File: src/osc_trim_map.vh
`ifndef OSC_TRIM_MAP_VH
`define OSC_TRIM_MAP_VH
`define ADDR_LOAD_TRIM      12'h000
`define ADDR_READY_THRESH   12'h004
`define ADDR_TRIM_CTRL      12'h008
`define ADDR_STARTUP_CAP    12'h00C
`define ADDR_STATUS         12'h010
`define ADDR_IRQ_STATUS     12'h014
`define ADDR_IRQ_MASK       12'h018
`define ADDR_REF_TARGET     12'h01C
`define ADDR_REF_SELECT     12'h020
`define ADDR_RESULT_HIGH    12'h024
`define ADDR_RESULT_LOW     12'h028
`define ADDR_GP_DATA        12'h02C
`define RST_LOAD_TRIM       8'h80
`define RST_READY_THRESH    16'h0100
`define RST_COUNT_LIMIT     16'h0080
`define RST_SETTLE_N        8'h08
`define RST_REF_TARGET      32'h00000400
`define POS_TRIM_SELECT     0
`define POS_SETTLE_N        8
`define POS_COUNT_LIMIT     16
`define POS_REF_START       4
`define SEL_SLOW_RC         2'h0
`define SEL_FAST_RC         2'h1
`define SEL_SLOW_XTAL       2'h2
`define SEL_ENH_RC          2'h3
`define IRQ_READY           0
`define IRQ_SETTLE          1
`define IRQ_CAL_DONE        2
`endif

File: src/trim_decoder.v
`timescale 1ns/1ps
module trim_decoder (
    input  wire [7:0] crystal_trim_code,
    output wire [4:0] binary_caps,
    output wire [6:0] thermo_caps
);
    assign binary_caps = crystal_trim_code[4:0];
    genvar i;
    generate
        for (i = 0; i < 7; i = i + 1) begin : g_thermo
            assign thermo_caps[i] = (crystal_trim_code[7:5] > i);
        end
    endgenerate
endmodule // trim_decoder

File: src/osc_trim_calibration.v
// Summary of operation
// - Eight-bit trim, 0x00 minimum, 0xFF maximum capacitance.
// - One trim code drives both capacitor banks.
// - Low five bits drive binary capacitors directly.
// - Upper three bits thermometer decoded, seven outputs.
// - Ready interrupt when counter equals threshold.
// - Counter ticks fast RC or low-power clock.
// - Hardware enables crystal and applies trim.
// - Trim at limit minus one or current drop.
// - Current mode captures counter when trim applied.
// - Settle ready flag at settle threshold.
// - Slow RC runs 512 kHz during start-up.
// - Fast RC clocks system while crystal settles.
// - Reference counter measures selected oscillator at 16 MHz.
// - Measurement spans programmed measured-clock cycle count.
// - Start bit self-clears; 32-bit result split high/low.
`timescale 1ns/1ps
`include "osc_trim_map.vh"
module osc_trim_calibration (
    input  wire        pclk,
    input  wire        presetn,
    input  wire        psel,
    input  wire        penable,
    input  wire        pwrite,
    input  wire [11:0] paddr,
    input  wire [31:0] pwdata,
    output reg  [31:0] prdata,
    output wire        pready,
    output wire        pslverr,
    input  wire        startup_request,
    input  wire        wake_not_power_up,
    input  wire        fast_rc_clk,
    input  wire        low_power_clk,
    input  wire        current_drop,
    input  wire        ref_clk_16m,
    input  wire        slow_rc_clk,
    input  wire        slow_xtal_clk,
    input  wire        enh_rc_clk,
    output reg         crystal_enable,
    output reg  [7:0]  crystal_trim_code,
    output wire [4:0]  bank_a_binary,
    output wire [6:0]  bank_a_thermo,
    output wire [4:0]  bank_b_binary,
    output wire [6:0]  bank_b_thermo,
    output reg         slow_rc_fast_mode,
    output reg         sys_clk_from_fast_rc,
    output wire        crystal_ready_irq,
    output wire        irq
);
    localparam ST_IDLE    = 3'b001;
    localparam ST_STARTUP = 3'b010;
    localparam ST_SETTLE  = 3'b100;

    reg [2:0]  state;
    reg [7:0]  crystal_load_trim;
    reg [15:0] ready_threshold_register;
    reg        trim_trigger_select;
    reg [7:0]  settle_threshold;
    reg [15:0] startup_count_limit;
    reg [15:0] startup_capture_register;
    reg [31:0] reference_count_target;
    reg [1:0]  ref_select;
    reg        ref_start;
    reg [31:0] calibration_result;
    reg [7:0]  general_purpose_data_register;
    reg [2:0]  irq_status;
    reg [2:0]  irq_mask;
    reg [15:0] startup_counter;
    reg [7:0]  settle_counter;
    reg        trim_applied_flag;
    reg        settle_ready_flag;
    reg        ready_seen;
    reg [31:0] ref_count;
    reg [31:0] meas_count;
    reg        meas_run;

    // Synchronisers for pins and foreign clocks.
    reg [1:0] s_req, s_wake, s_drop, s_frc, s_lpc, s_ref, s_srcrc, s_sxt, s_erc;
    reg [2:0] e_tick, e_ref, e_src;

    always @(posedge pclk or negedge presetn) begin
        if (!presetn) begin
            s_req <= 2'h0;
            s_wake <= 2'h0;
            s_drop <= 2'h0;
            s_frc <= 2'h0;
            s_lpc <= 2'h0;
            s_ref <= 2'h0;
            s_srcrc <= 2'h0;
            s_sxt <= 2'h0;
            s_erc <= 2'h0;
        end else begin
            s_req  <= {s_req[0], startup_request};
            s_wake <= {s_wake[0], wake_not_power_up};
            s_drop <= {s_drop[0], current_drop};
            s_frc  <= {s_frc[0], fast_rc_clk};
            s_lpc  <= {s_lpc[0], low_power_clk};
            s_ref  <= {s_ref[0], ref_clk_16m};
            s_srcrc <= {s_srcrc[0], slow_rc_clk};
            s_sxt  <= {s_sxt[0], slow_xtal_clk};
            s_erc  <= {s_erc[0], enh_rc_clk};
        end
    end

    function meas_select;
        input [1:0] sel;
        input a, b, c, d;
        begin
            case (sel)
                `SEL_SLOW_RC:   meas_select = a;
                `SEL_FAST_RC:   meas_select = b;
                `SEL_SLOW_XTAL: meas_select = c;
                default:        meas_select = d;
            endcase
        end
    endfunction

    wire tick_lvl = s_wake[1] ? s_lpc[1] : s_frc[1];
    always @(posedge pclk or negedge presetn) begin
        if (!presetn) begin
            e_tick <= 3'h0;
            e_ref <= 3'h0;
            e_src <= 3'h0;
        end else begin
            e_tick <= {e_tick[1:0], tick_lvl};
            e_ref  <= {e_ref[1:0], s_ref[1]};
            e_src  <= {e_src[1:0], meas_select(ref_select, s_srcrc[1], s_frc[1],
                                               s_sxt[1], s_erc[1])};
        end
    end
    wire tick     = e_tick[1] & ~e_tick[2];
    wire ref_edge = e_ref[1] & ~e_ref[2];
    wire src_edge = e_src[1] & ~e_src[2];
    wire req_rise;
    reg  req_d;
    always @(posedge pclk or negedge presetn) begin
        if (!presetn) req_d <= 1'b0;
        else req_d <= s_req[1];
    end
    assign req_rise = s_req[1] & ~req_d;

    wire apply_trim = (state == ST_STARTUP) &&
        (trim_trigger_select ? s_drop[1] :
         (startup_counter == startup_count_limit - 16'h0001));
    wire ready_hit  = tick && !ready_seen && (state != ST_IDLE) &&
        (startup_counter + 16'h0001 == ready_threshold_register);
    wire settle_hit = (state == ST_SETTLE) && tick && !settle_ready_flag &&
        (settle_counter + 8'h01 == settle_threshold);
    reg  cal_done;

    // Start-up sequencer.
    always @(posedge pclk or negedge presetn) begin
        if (!presetn) begin
            state <= ST_IDLE;
            crystal_enable <= 1'b0;
            crystal_trim_code <= 8'h00;
            startup_counter <= 16'h0000;
            settle_counter <= 8'h00;
            trim_applied_flag <= 1'b0;
            settle_ready_flag <= 1'b0;
            ready_seen <= 1'b0;
            startup_capture_register <= 16'h0000;
            slow_rc_fast_mode <= 1'b0;
            sys_clk_from_fast_rc <= 1'b0;
        end else begin
            if (req_rise) begin
                state <= ST_STARTUP;
                crystal_enable <= 1'b1;
                startup_counter <= 16'h0000;
                settle_counter <= 8'h00;
                trim_applied_flag <= 1'b0;
                settle_ready_flag <= 1'b0;
                ready_seen <= 1'b0;
                slow_rc_fast_mode <= 1'b1;
                sys_clk_from_fast_rc <= 1'b1;
            end else begin
                if (tick && state != ST_IDLE)
                    startup_counter <= startup_counter + 16'h0001;
                if (ready_hit)
                    ready_seen <= 1'b1;
                case (state)
                    ST_IDLE: begin
                    end
                    ST_STARTUP: begin
                        if (apply_trim) begin
                            crystal_trim_code <= crystal_load_trim;
                            trim_applied_flag <= 1'b1;
                            if (trim_trigger_select)
                                startup_capture_register <= startup_counter;
                            slow_rc_fast_mode <= 1'b0;
                            state <= ST_SETTLE;
                        end
                    end
                    ST_SETTLE: begin
                        if (tick && !settle_ready_flag)
                            settle_counter <= settle_counter + 8'h01;
                        if (settle_hit)
                            settle_ready_flag <= 1'b1;
                        if (ready_hit || ready_seen) begin
                            sys_clk_from_fast_rc <= 1'b0;
                            state <= ST_IDLE;
                        end
                    end
                    default: state <= ST_IDLE;
                endcase
            end
        end
    end

    // Both banks share one decoder output.
    trim_decoder u_dec (
        .crystal_trim_code (crystal_trim_code),
        .binary_caps       (bank_a_binary),
        .thermo_caps       (bank_a_thermo)
    );
    assign bank_b_binary = bank_a_binary;
    assign bank_b_thermo = bank_a_thermo;

    // Reference counter.
    always @(posedge pclk or negedge presetn) begin
        if (!presetn) begin
            ref_count <= 32'h00000000;
            meas_count <= 32'h00000000;
            meas_run <= 1'b0;
            calibration_result <= 32'h00000000;
            cal_done <= 1'b0;
        end else begin
            cal_done <= 1'b0;
            if (ref_start) begin
                if (src_edge)
                    meas_run <= 1'b1;
                if (ref_edge && meas_run)
                    ref_count <= ref_count + 32'h00000001;
                if (src_edge && meas_run) begin
                    meas_count <= meas_count + 32'h00000001;
                    if (meas_count + 32'h00000001 == reference_count_target) begin
                        calibration_result <= ref_count;
                        cal_done <= 1'b1;
                    end
                end
            end else begin
                ref_count <= 32'h00000000;
                meas_count <= 32'h00000000;
                meas_run <= 1'b0;
            end
        end
    end

    // APB register file.
    wire wr = psel & penable & pwrite;
    wire rd_ok = decode_ok(paddr);
    assign pready  = 1'b1;
    assign pslverr = psel & penable & ~rd_ok;

    function decode_ok;
        input [11:0] a;
        begin
            decode_ok = (a[1:0] == 2'h0) && (a <= `ADDR_GP_DATA);
        end
    endfunction

    wire [2:0] irq_events = {cal_done, settle_hit, ready_hit};
    always @(posedge pclk or negedge presetn) begin
        if (!presetn) begin
            crystal_load_trim <= `RST_LOAD_TRIM;
            ready_threshold_register <= `RST_READY_THRESH;
            trim_trigger_select <= 1'b0;
            settle_threshold <= `RST_SETTLE_N;
            startup_count_limit <= `RST_COUNT_LIMIT;
            reference_count_target <= `RST_REF_TARGET;
            ref_select <= `SEL_SLOW_RC;
            ref_start <= 1'b0;
            general_purpose_data_register <= 8'h00;
            irq_status <= 3'h0;
            irq_mask <= 3'h0;
        end else begin
            if (wr && paddr == `ADDR_LOAD_TRIM)
                crystal_load_trim <= pwdata[7:0];
            if (wr && paddr == `ADDR_READY_THRESH)
                ready_threshold_register <= pwdata[15:0];
            if (wr && paddr == `ADDR_TRIM_CTRL) begin
                trim_trigger_select <= pwdata[`POS_TRIM_SELECT];
                settle_threshold <= pwdata[`POS_SETTLE_N +: 8];
                startup_count_limit <= pwdata[`POS_COUNT_LIMIT +: 16];
            end
            if (wr && paddr == `ADDR_REF_TARGET)
                reference_count_target <= pwdata;
            if (cal_done)
                ref_start <= 1'b0;
            if (wr && paddr == `ADDR_REF_SELECT) begin
                ref_select <= pwdata[1:0];
                if (pwdata[`POS_REF_START])
                    ref_start <= 1'b1;
            end
            if (wr && paddr == `ADDR_GP_DATA)
                general_purpose_data_register <= pwdata[7:0];
            if (wr && paddr == `ADDR_IRQ_MASK)
                irq_mask <= pwdata[2:0];
            irq_status <= (irq_status & ~((wr && paddr == `ADDR_IRQ_STATUS) ?
                           pwdata[2:0] : 3'h0)) | irq_events;
        end
    end

    assign irq = |(irq_status & irq_mask);
    assign crystal_ready_irq = irq_status[`IRQ_READY];

    always @(posedge pclk or negedge presetn) begin
        if (!presetn) begin
            prdata <= 32'h00000000;
        end else if (psel && !penable && !pwrite) begin
            case (paddr)
                `ADDR_LOAD_TRIM:    prdata <= {24'h000000, crystal_load_trim};
                `ADDR_READY_THRESH: prdata <= {16'h0000, ready_threshold_register};
                `ADDR_TRIM_CTRL:    prdata <= {startup_count_limit, settle_threshold,
                                               7'h00, trim_trigger_select};
                `ADDR_STARTUP_CAP:  prdata <= {16'h0000, startup_capture_register};
                `ADDR_STATUS:       prdata <= {24'h000000, 1'b0,
                                               1'b0, state, crystal_enable,
                                               settle_ready_flag, trim_applied_flag};
                `ADDR_IRQ_STATUS:   prdata <= {29'h00000000, irq_status};
                `ADDR_IRQ_MASK:     prdata <= {29'h00000000, irq_mask};
                `ADDR_REF_TARGET:   prdata <= reference_count_target;
                `ADDR_REF_SELECT:   prdata <= {27'h0000000, ref_start, 2'h0, ref_select};
                `ADDR_RESULT_HIGH:  prdata <= {16'h0000, calibration_result[31:16]};
                `ADDR_RESULT_LOW:   prdata <= {16'h0000, calibration_result[15:0]};
                `ADDR_GP_DATA:      prdata <= {24'h000000, general_purpose_data_register};
                default:            prdata <= 32'h00000000;
            endcase
        end
    end
endmodule // osc_trim_calibration

File: config.mk
export PLATFORM = sky130hd
export DESIGN_NAME = osc_trim_calibration
export DESIGN_NICKNAME = d
export VERILOG_FILES = /design/src/trim_decoder.v /design/src/osc_trim_calibration.v
export VERILOG_INCLUDE_DIRS = /design/src
export SDC_FILE = /design/constraint.sdc
export NUM_CORES = 1
export LEC_CHECK = 0
export BUFFER_PORTS_ARGS = -buffer_cell sky130_fd_sc_hd__buf_2
export CAP_MARGIN = 20
export CORE_MARGIN = 4
export CORE_UTILIZATION = 57
export CTS_CLUSTER_DIAMETER = 200
export DETAILED_ROUTE_END_ITERATION = 10
export PLACE_DENSITY = 0.76
export SLEW_MARGIN = 20
export SYNTH_ARGS = -nofsm -noshare
export SYNTH_HDL_FRONTEND = slang
export SYNTH_SLANG_ARGS = --single-unit
export TNS_END_PERCENT = 100
File: constraint.sdc
create_clock -name pclk -period 4.5 [get_ports pclk]
set_input_delay 0.9 -clock pclk [delete_from_list [all_inputs] [get_ports pclk]]
set_output_delay 0.9 -clock pclk [all_outputs]
set_load 0.02 [all_outputs]
==> out/metrics.cfg, run 1 <==
[status]
status=finished clean

[clock_network]
clkTransAtPathRegs_ns=0.06
cts_sinks=313
cts_buffers=35
ctsResizeCount=0
root_buffer=clkbuf_16
cts_tree=done
ctsHoldBuffers=0
cts_max_level=2
cts_max_path_buffers=3
insertion_delay_ns=0.51
post_cts.repair.setup_buffers=0

[synth]
postSynth.asyncResetShare=1.00
yosysSeqAreaShare=0.495
synthTopCellsByArea=dfrtp_1 48%, mux2_2 8.5%, xnor2_1 5.1%, xor2_1 3.8%, nor2_1 3.2%
synth_cell_types=72
yosys_warnings=0
synth_top_area_share=0.485
ys.flop_type=dfrtp_1
synth_nets=1535
ys_seq_elements=313
netlist_instances=1472
synth_edf_count=0
synth_area_per_cell_sq_um=10.8
yosysMostFrequentCell=dfrtp_1
ys_top_cells_by_count=307 x dfrtp_1, 134 x nor2_1, 120 x mux2_2
synth_area_sq_mm=0.0158
post-synth-top-area-cell=dfrtp_1

[flow_run]
cap_violations=0

[critical_path]
cp.required_ns=4.89
r2r_cells=10
r2r-start=meas_count[0]
path_max_fanout=32
crit_arrival_ns=4.45
start_kind=register
crit_end=calibration_result[18]
cpPeakStageDelay_ns=0.63
r2r_setup_slack_ns=0.44
slowest_stage=or4_2
r2r_end=calibration_result[18]
worstSetupPathType=register to register
path_cells=ha_1, and4_1, nand3_1, or4_1, o21ba_1, a2111oi_0, nand4_1, or4_2, buf_4, mux2_4
end_kind=register
cp-startpoint=meas_count[0]

[placement]
io_buffers=127
hpwl_mm=31.2
gp_congestion=0.966

[global_routing]
grt_max_degree=126
grt_use_total=0.283
overflow=0
grt_pass1_vias=12100
antenna_found_initial=2
grt_pass1_wl_mm=69.1

[floorplan]
io_pins=129
core_sq_mm=0.0272
rows=60
start_util=0.583
dieArea_sq_mm=0.0305
fp.dieH_um=175
fp.dieW_um=175

[drt]
drtAntennaViolNets=0
drt-wirelength-per-cell_um=22.1
drt_iter0_drc=1350
routed_via_density=6.15
vias=12000
drt_pass1_iterations=6
detail_route.wirelength_mm=43.2
drc=0

[sta]
rsz0062_at_grt=false
slew_viol_final=0
finClkSkew_ns=0.0138
hold_ws_ns=0.188
max_freq_mhz=246
fin_crit_sh=0.902
fin_crit_ns=4.06
tightest_slew_ns=0.965
setup_tns_ns=0
relSlewSlack=0.356
setup_violations=0
hold_viol=0

[power_and_ir_drop]
p_clk_frac=0.449
p_switching_mw=1.46
switching_share=0.239
p_leak_nw=8.27
power.share.sequential=0.490
p_per_area_mw_per_mm2=344
combPwrFrac=0.061
vdd_drop_max_mv=0.311
p_int_mw=4.64

[finish]
syn_to_final_growth_pct=11.7
final_util=0.652
antenna_cells=0
nets=1615
drive_above_1_share=0.236

[min_path]
min_path_type=primary input to asynchronous set/reset pin

-- area by class of cell --
class,instances,area (sq um)
multi-input cells,1038,7410
flip-flops and latches,313,7840
clock inverters,10,92.6
well taps,372,465
repair buffers,146,826
inverters,18,67.6
fillers,2127,9470
clock buffers,53,1000
-- power groups by stage --
stage                     clock (mW)  sequential [mW]  combinational, mW
after floorplan                    0             2.99              0.241
after global placement             0             3.03              0.362
after detailed placement           0             3.03              0.373
after CTS                       2.78             2.98              0.375
after global routing            2.92             2.99              0.428
final                           2.74             2.98              0.372
-- per-layer routing --
| metal | wire [um] | global-route usage |
|---|---|---|
| met3 | 2930 | 0.0474 |
| met5 | 34 | 0 |
| met1 | 18700 | 0.402 |
| met2 | 20000 | 0.446 |
| met4 | 1570 | 0.0975 |
-- critical path, delay by kind of cell, from the launching register on --
kind            cells  cell delay [ns]
flops               1             0.43
mux                 1             0.37
fa+ha+maj           1             0.27
compound gates      2             0.55
simple gates        5             1.96
buf+inv             1             0.32
-- cells in the final DEF, fill, tap and decap left out, types with 13 or more instances in the layout --
cell | synthesis | final
a21oi_1 | 31 | 31
buf_2 | 9 | 126
and3_1 | 22 | 22
nand2b_1 | 13 | 13
a22oi_1 | 30 | 30
a31oi_1 | 17 | 17
inv_1 | 17 | 17
clkbuf_16 | 0 | 35
nand3_1 | 56 | 56
dfrtp_1 | 307 | 307
mux2_4 | 30 | 30
or3_1 | 20 | 20
xnor2_1 | 92 | 92
or4_1 | 16 | 15
nor3_1 | 30 | 29
xor2_1 | 68 | 68
nor4_1 | 21 | 18
nand4_1 | 22 | 22
nand2_1 | 104 | 104
nor2_1 | 134 | 133
mux2_2 | 120 | 120
buf_4 | 25 | 16
o21ai_0 | 61 | 61
-- stage by stage --
stage	total power, mW	setup WS [ns]	std cells	cell area, sq um
after CTS	6.14	0.454	1950	17700
after global placement	3.39	0.518	1886	16600
after global routing	6.34	0.168	1950	17700
after floorplan	3.23	1.08	1472	15800
final	6.09	0.441	1950	17700
after detailed placement	3.40	0.470	1887	16600
-- registers in the layout, summed over array words and instances, names as in the netlist, 16 cells and up --
name                      count
ready_threshold_register     16
startup_capture_register     16
startup_count_limit          16
meas_count                   32
ref_count                    32
calibration_result           32
startup_counter              16
reference_count_target       32
prdata                       32
-- cells by family (layout without fill, tap and decap cells) --
kind of cell	Yosys count	after routing	synth area share
and+or+nand+nor	489	489	0.156
DFF	313	313	0.495
AOI/OAI and AO/OA	221	221	0.0951
muxes	162	162	0.122
xor gates and xnor gates	160	160	0.0884
buffers and inverters	121	227	0.0398
adders and majority gates	5	5	0.00395
other	1	1	0.000237
-- how the worst min path moves through the flow --
stage	from	end	slack [ns]	cells after the start
6_report	presetn	startup_counter[9]	0.19	1
5_1_grt	presetn	settle_counter[5]	0.19	1
4_1_cts	presetn	settle_counter[5]	0.18	1
3_5_place_dp	s_erc[0]	s_erc[1]	0.33	0
3_3_place_gp	s_erc[0]	s_erc[1]	0.33	0
2_1_floorplan	s_ref[1]	e_ref[0]	0.33	0
Note: power is estimated with default switching activity, not from simulation.
==> inputs of run 2 (changes only) <==
Settings changed: PLACE_DENSITY 0.76 to 0.78.
==> run 2 against run 1 <==
Via count rose by 0.17%. Worst setup slack got worse by 0.043 ns. Die area did not move. Sequential power barely moved. Maximum frequency fell by 1.0%. Largest cell class unchanged. Highest routed layer unchanged.
==> out/metrics.cfg, run 2 (same netlist as run 1, synthesis figures left out) <==
[global_routing]
grtUsageMet1=0.389
grt_pass1_vias=11900
grt.met3_usage=0.0465
grt.busiest_layer=met2
grt_pass1_wl_mm=67.7
gr-usage-met2=0.441
grt_use_total=0.278
antenna_found_initial=1
grt_max_degree=113
overflow=0

[finish]
design_area_sq_mm=0.0177
nets=1615
final_util=0.651
layout_common_cells=307 x dfrtp_1, 133 x nor2_1, 126 x buf_2
stdcell_count=1945
syn_to_final_growth_pct=11.6
final_common_cell=dfrtp_1
drive_above_1_share=0.237

[power_and_ir_drop]
p_leak_nw=8.26
p_per_area_mw_per_mm2=343
vdd_drop_max_mv=0.245
power_mw=6.07

[sta]
slew_viol_final=0
finClkSkew_ns=0.0185
relSlewSlack=0.359
setup_violations=0
hold_viol=0
fin_crit_ns=4.10
max_freq_mhz=244
tightest_slew_ns=0.953
rsz0062_at_grt=false
fin_crit_sh=0.912
setup_tns_ns=0

[drt]
vias=12000
drtAntennaViolNets=0
drt-wirelength-per-cell_um=21.9
drc=0
detail_route.wirelength_mm=42.6
drt_iter0_drc=1158
routed_via_density=6.17
drt_pass1_iterations=5

[clock_network]
root_buffer=clkbuf_16
cts_sinks=313
cts_tree=done
post_cts.repair.setup_buffers=0
cts_max_level=2
clkTransAtPathRegs_ns=0.06
cts_max_path_buffers=3
insertion_delay_ns=0.51
ctsResizeCount=0
ctsHoldBuffers=0
cts_buffers=34

[floorplan]
io_pins=129
core_sq_mm=0.0272
fp.dieH_um=175
fp.dieW_um=175
rows=60
start_util=0.583
dieArea_sq_mm=0.0305

[critical_path]
cp.required_ns=4.88
start_kind=register
path_max_fanout=32
cp_top_family=simple AND/OR/NAND/NOR gates
cpPeakStageDelay_ns=0.63
path_cells=ha_1, and4_1, nand3_1, or4_1, o21ba_1, a2111oi_0, nand4_1, or4_2, buf_4, mux2_4
end_kind=register
crit_buf_inv=1
worstSetupPathType=register to register
slowest_stage=or4_2
crit_arrival_ns=4.49

[min_path]
min_path_type=register to register

[status]
status=finished clean

[placement]
gp_congestion=0.979
dpl_cell_area_sq_mm=0.0166
placed_cells=1888
io_buffers=127
hpwl_mm=30.8

[flow_run]
cap_violations=0

==> run 2: cell count changes in the layout (fill, tap and decap cells not counted), sizes merged <==
cell and delta:
clkbuf -8, inv -3, buf +1, bufinv +1, clkinv +1, clkinvlp +2
diode +1
==> run 2: path summary, 6_finish.rpt <==
path / start / to / slack [ns] / depth (start not counted)
worst max-delay path: meas_count[0] / calibration_result[16] / 0.40 / 10
worst min-delay path: s_erc[0] / s_erc[1] / 0.34 / 0
worst max register to register: meas_count[0] / calibration_result[16] / 0.40 / 10
worst min register to register: s_erc[0] / s_erc[1] / 0.34 / 0
max in group asynchronous: presetn / e_src[2] / 3.02 / 2
min in group asynchronous: presetn / startup_counter[9] / 0.44 / 1
==> run 2: metrics by stage <==
step / setup slack (ns) / hold WS, ns
after floorplan: 1.08 / 0.331
after global placement: 0.537 / 0.331
after detailed placement: 0.490 / 0.335
after CTS: 0.453 / 0.348
after global routing: 0.193 / 0.355
final: 0.398 / 0.341
==> run 2: report_power, final <==
part,total (mW),switching [mW],internal (mW)
clock network,2.71,1.11,1.60
registers,2.98,0.0978,2.89
logic,0.379,0.235,0.144
==> run 2: layer usage <==
metal / part of all wire / routed length (um) / up-vias
met1: 0.42 / 18000 / 5943
met4: 0.041 / 1730 / 2
met3: 0.075 / 3200 / 116
li1: - / - / 5405
met2: 0.46 / 19600 / 539
met5: 0.00026 / 11 / -
==> run 2: cell type report <==
type	instances	area, sq um
clock buffers	45	953
clock inverters	11	116
flip-flops and latches	313	7840
repair buffers	147	833
multi-input cells	1038	7410
fillers	2170	9490
well taps	372	465
diodes	1	2.50
inverters	18	67.6
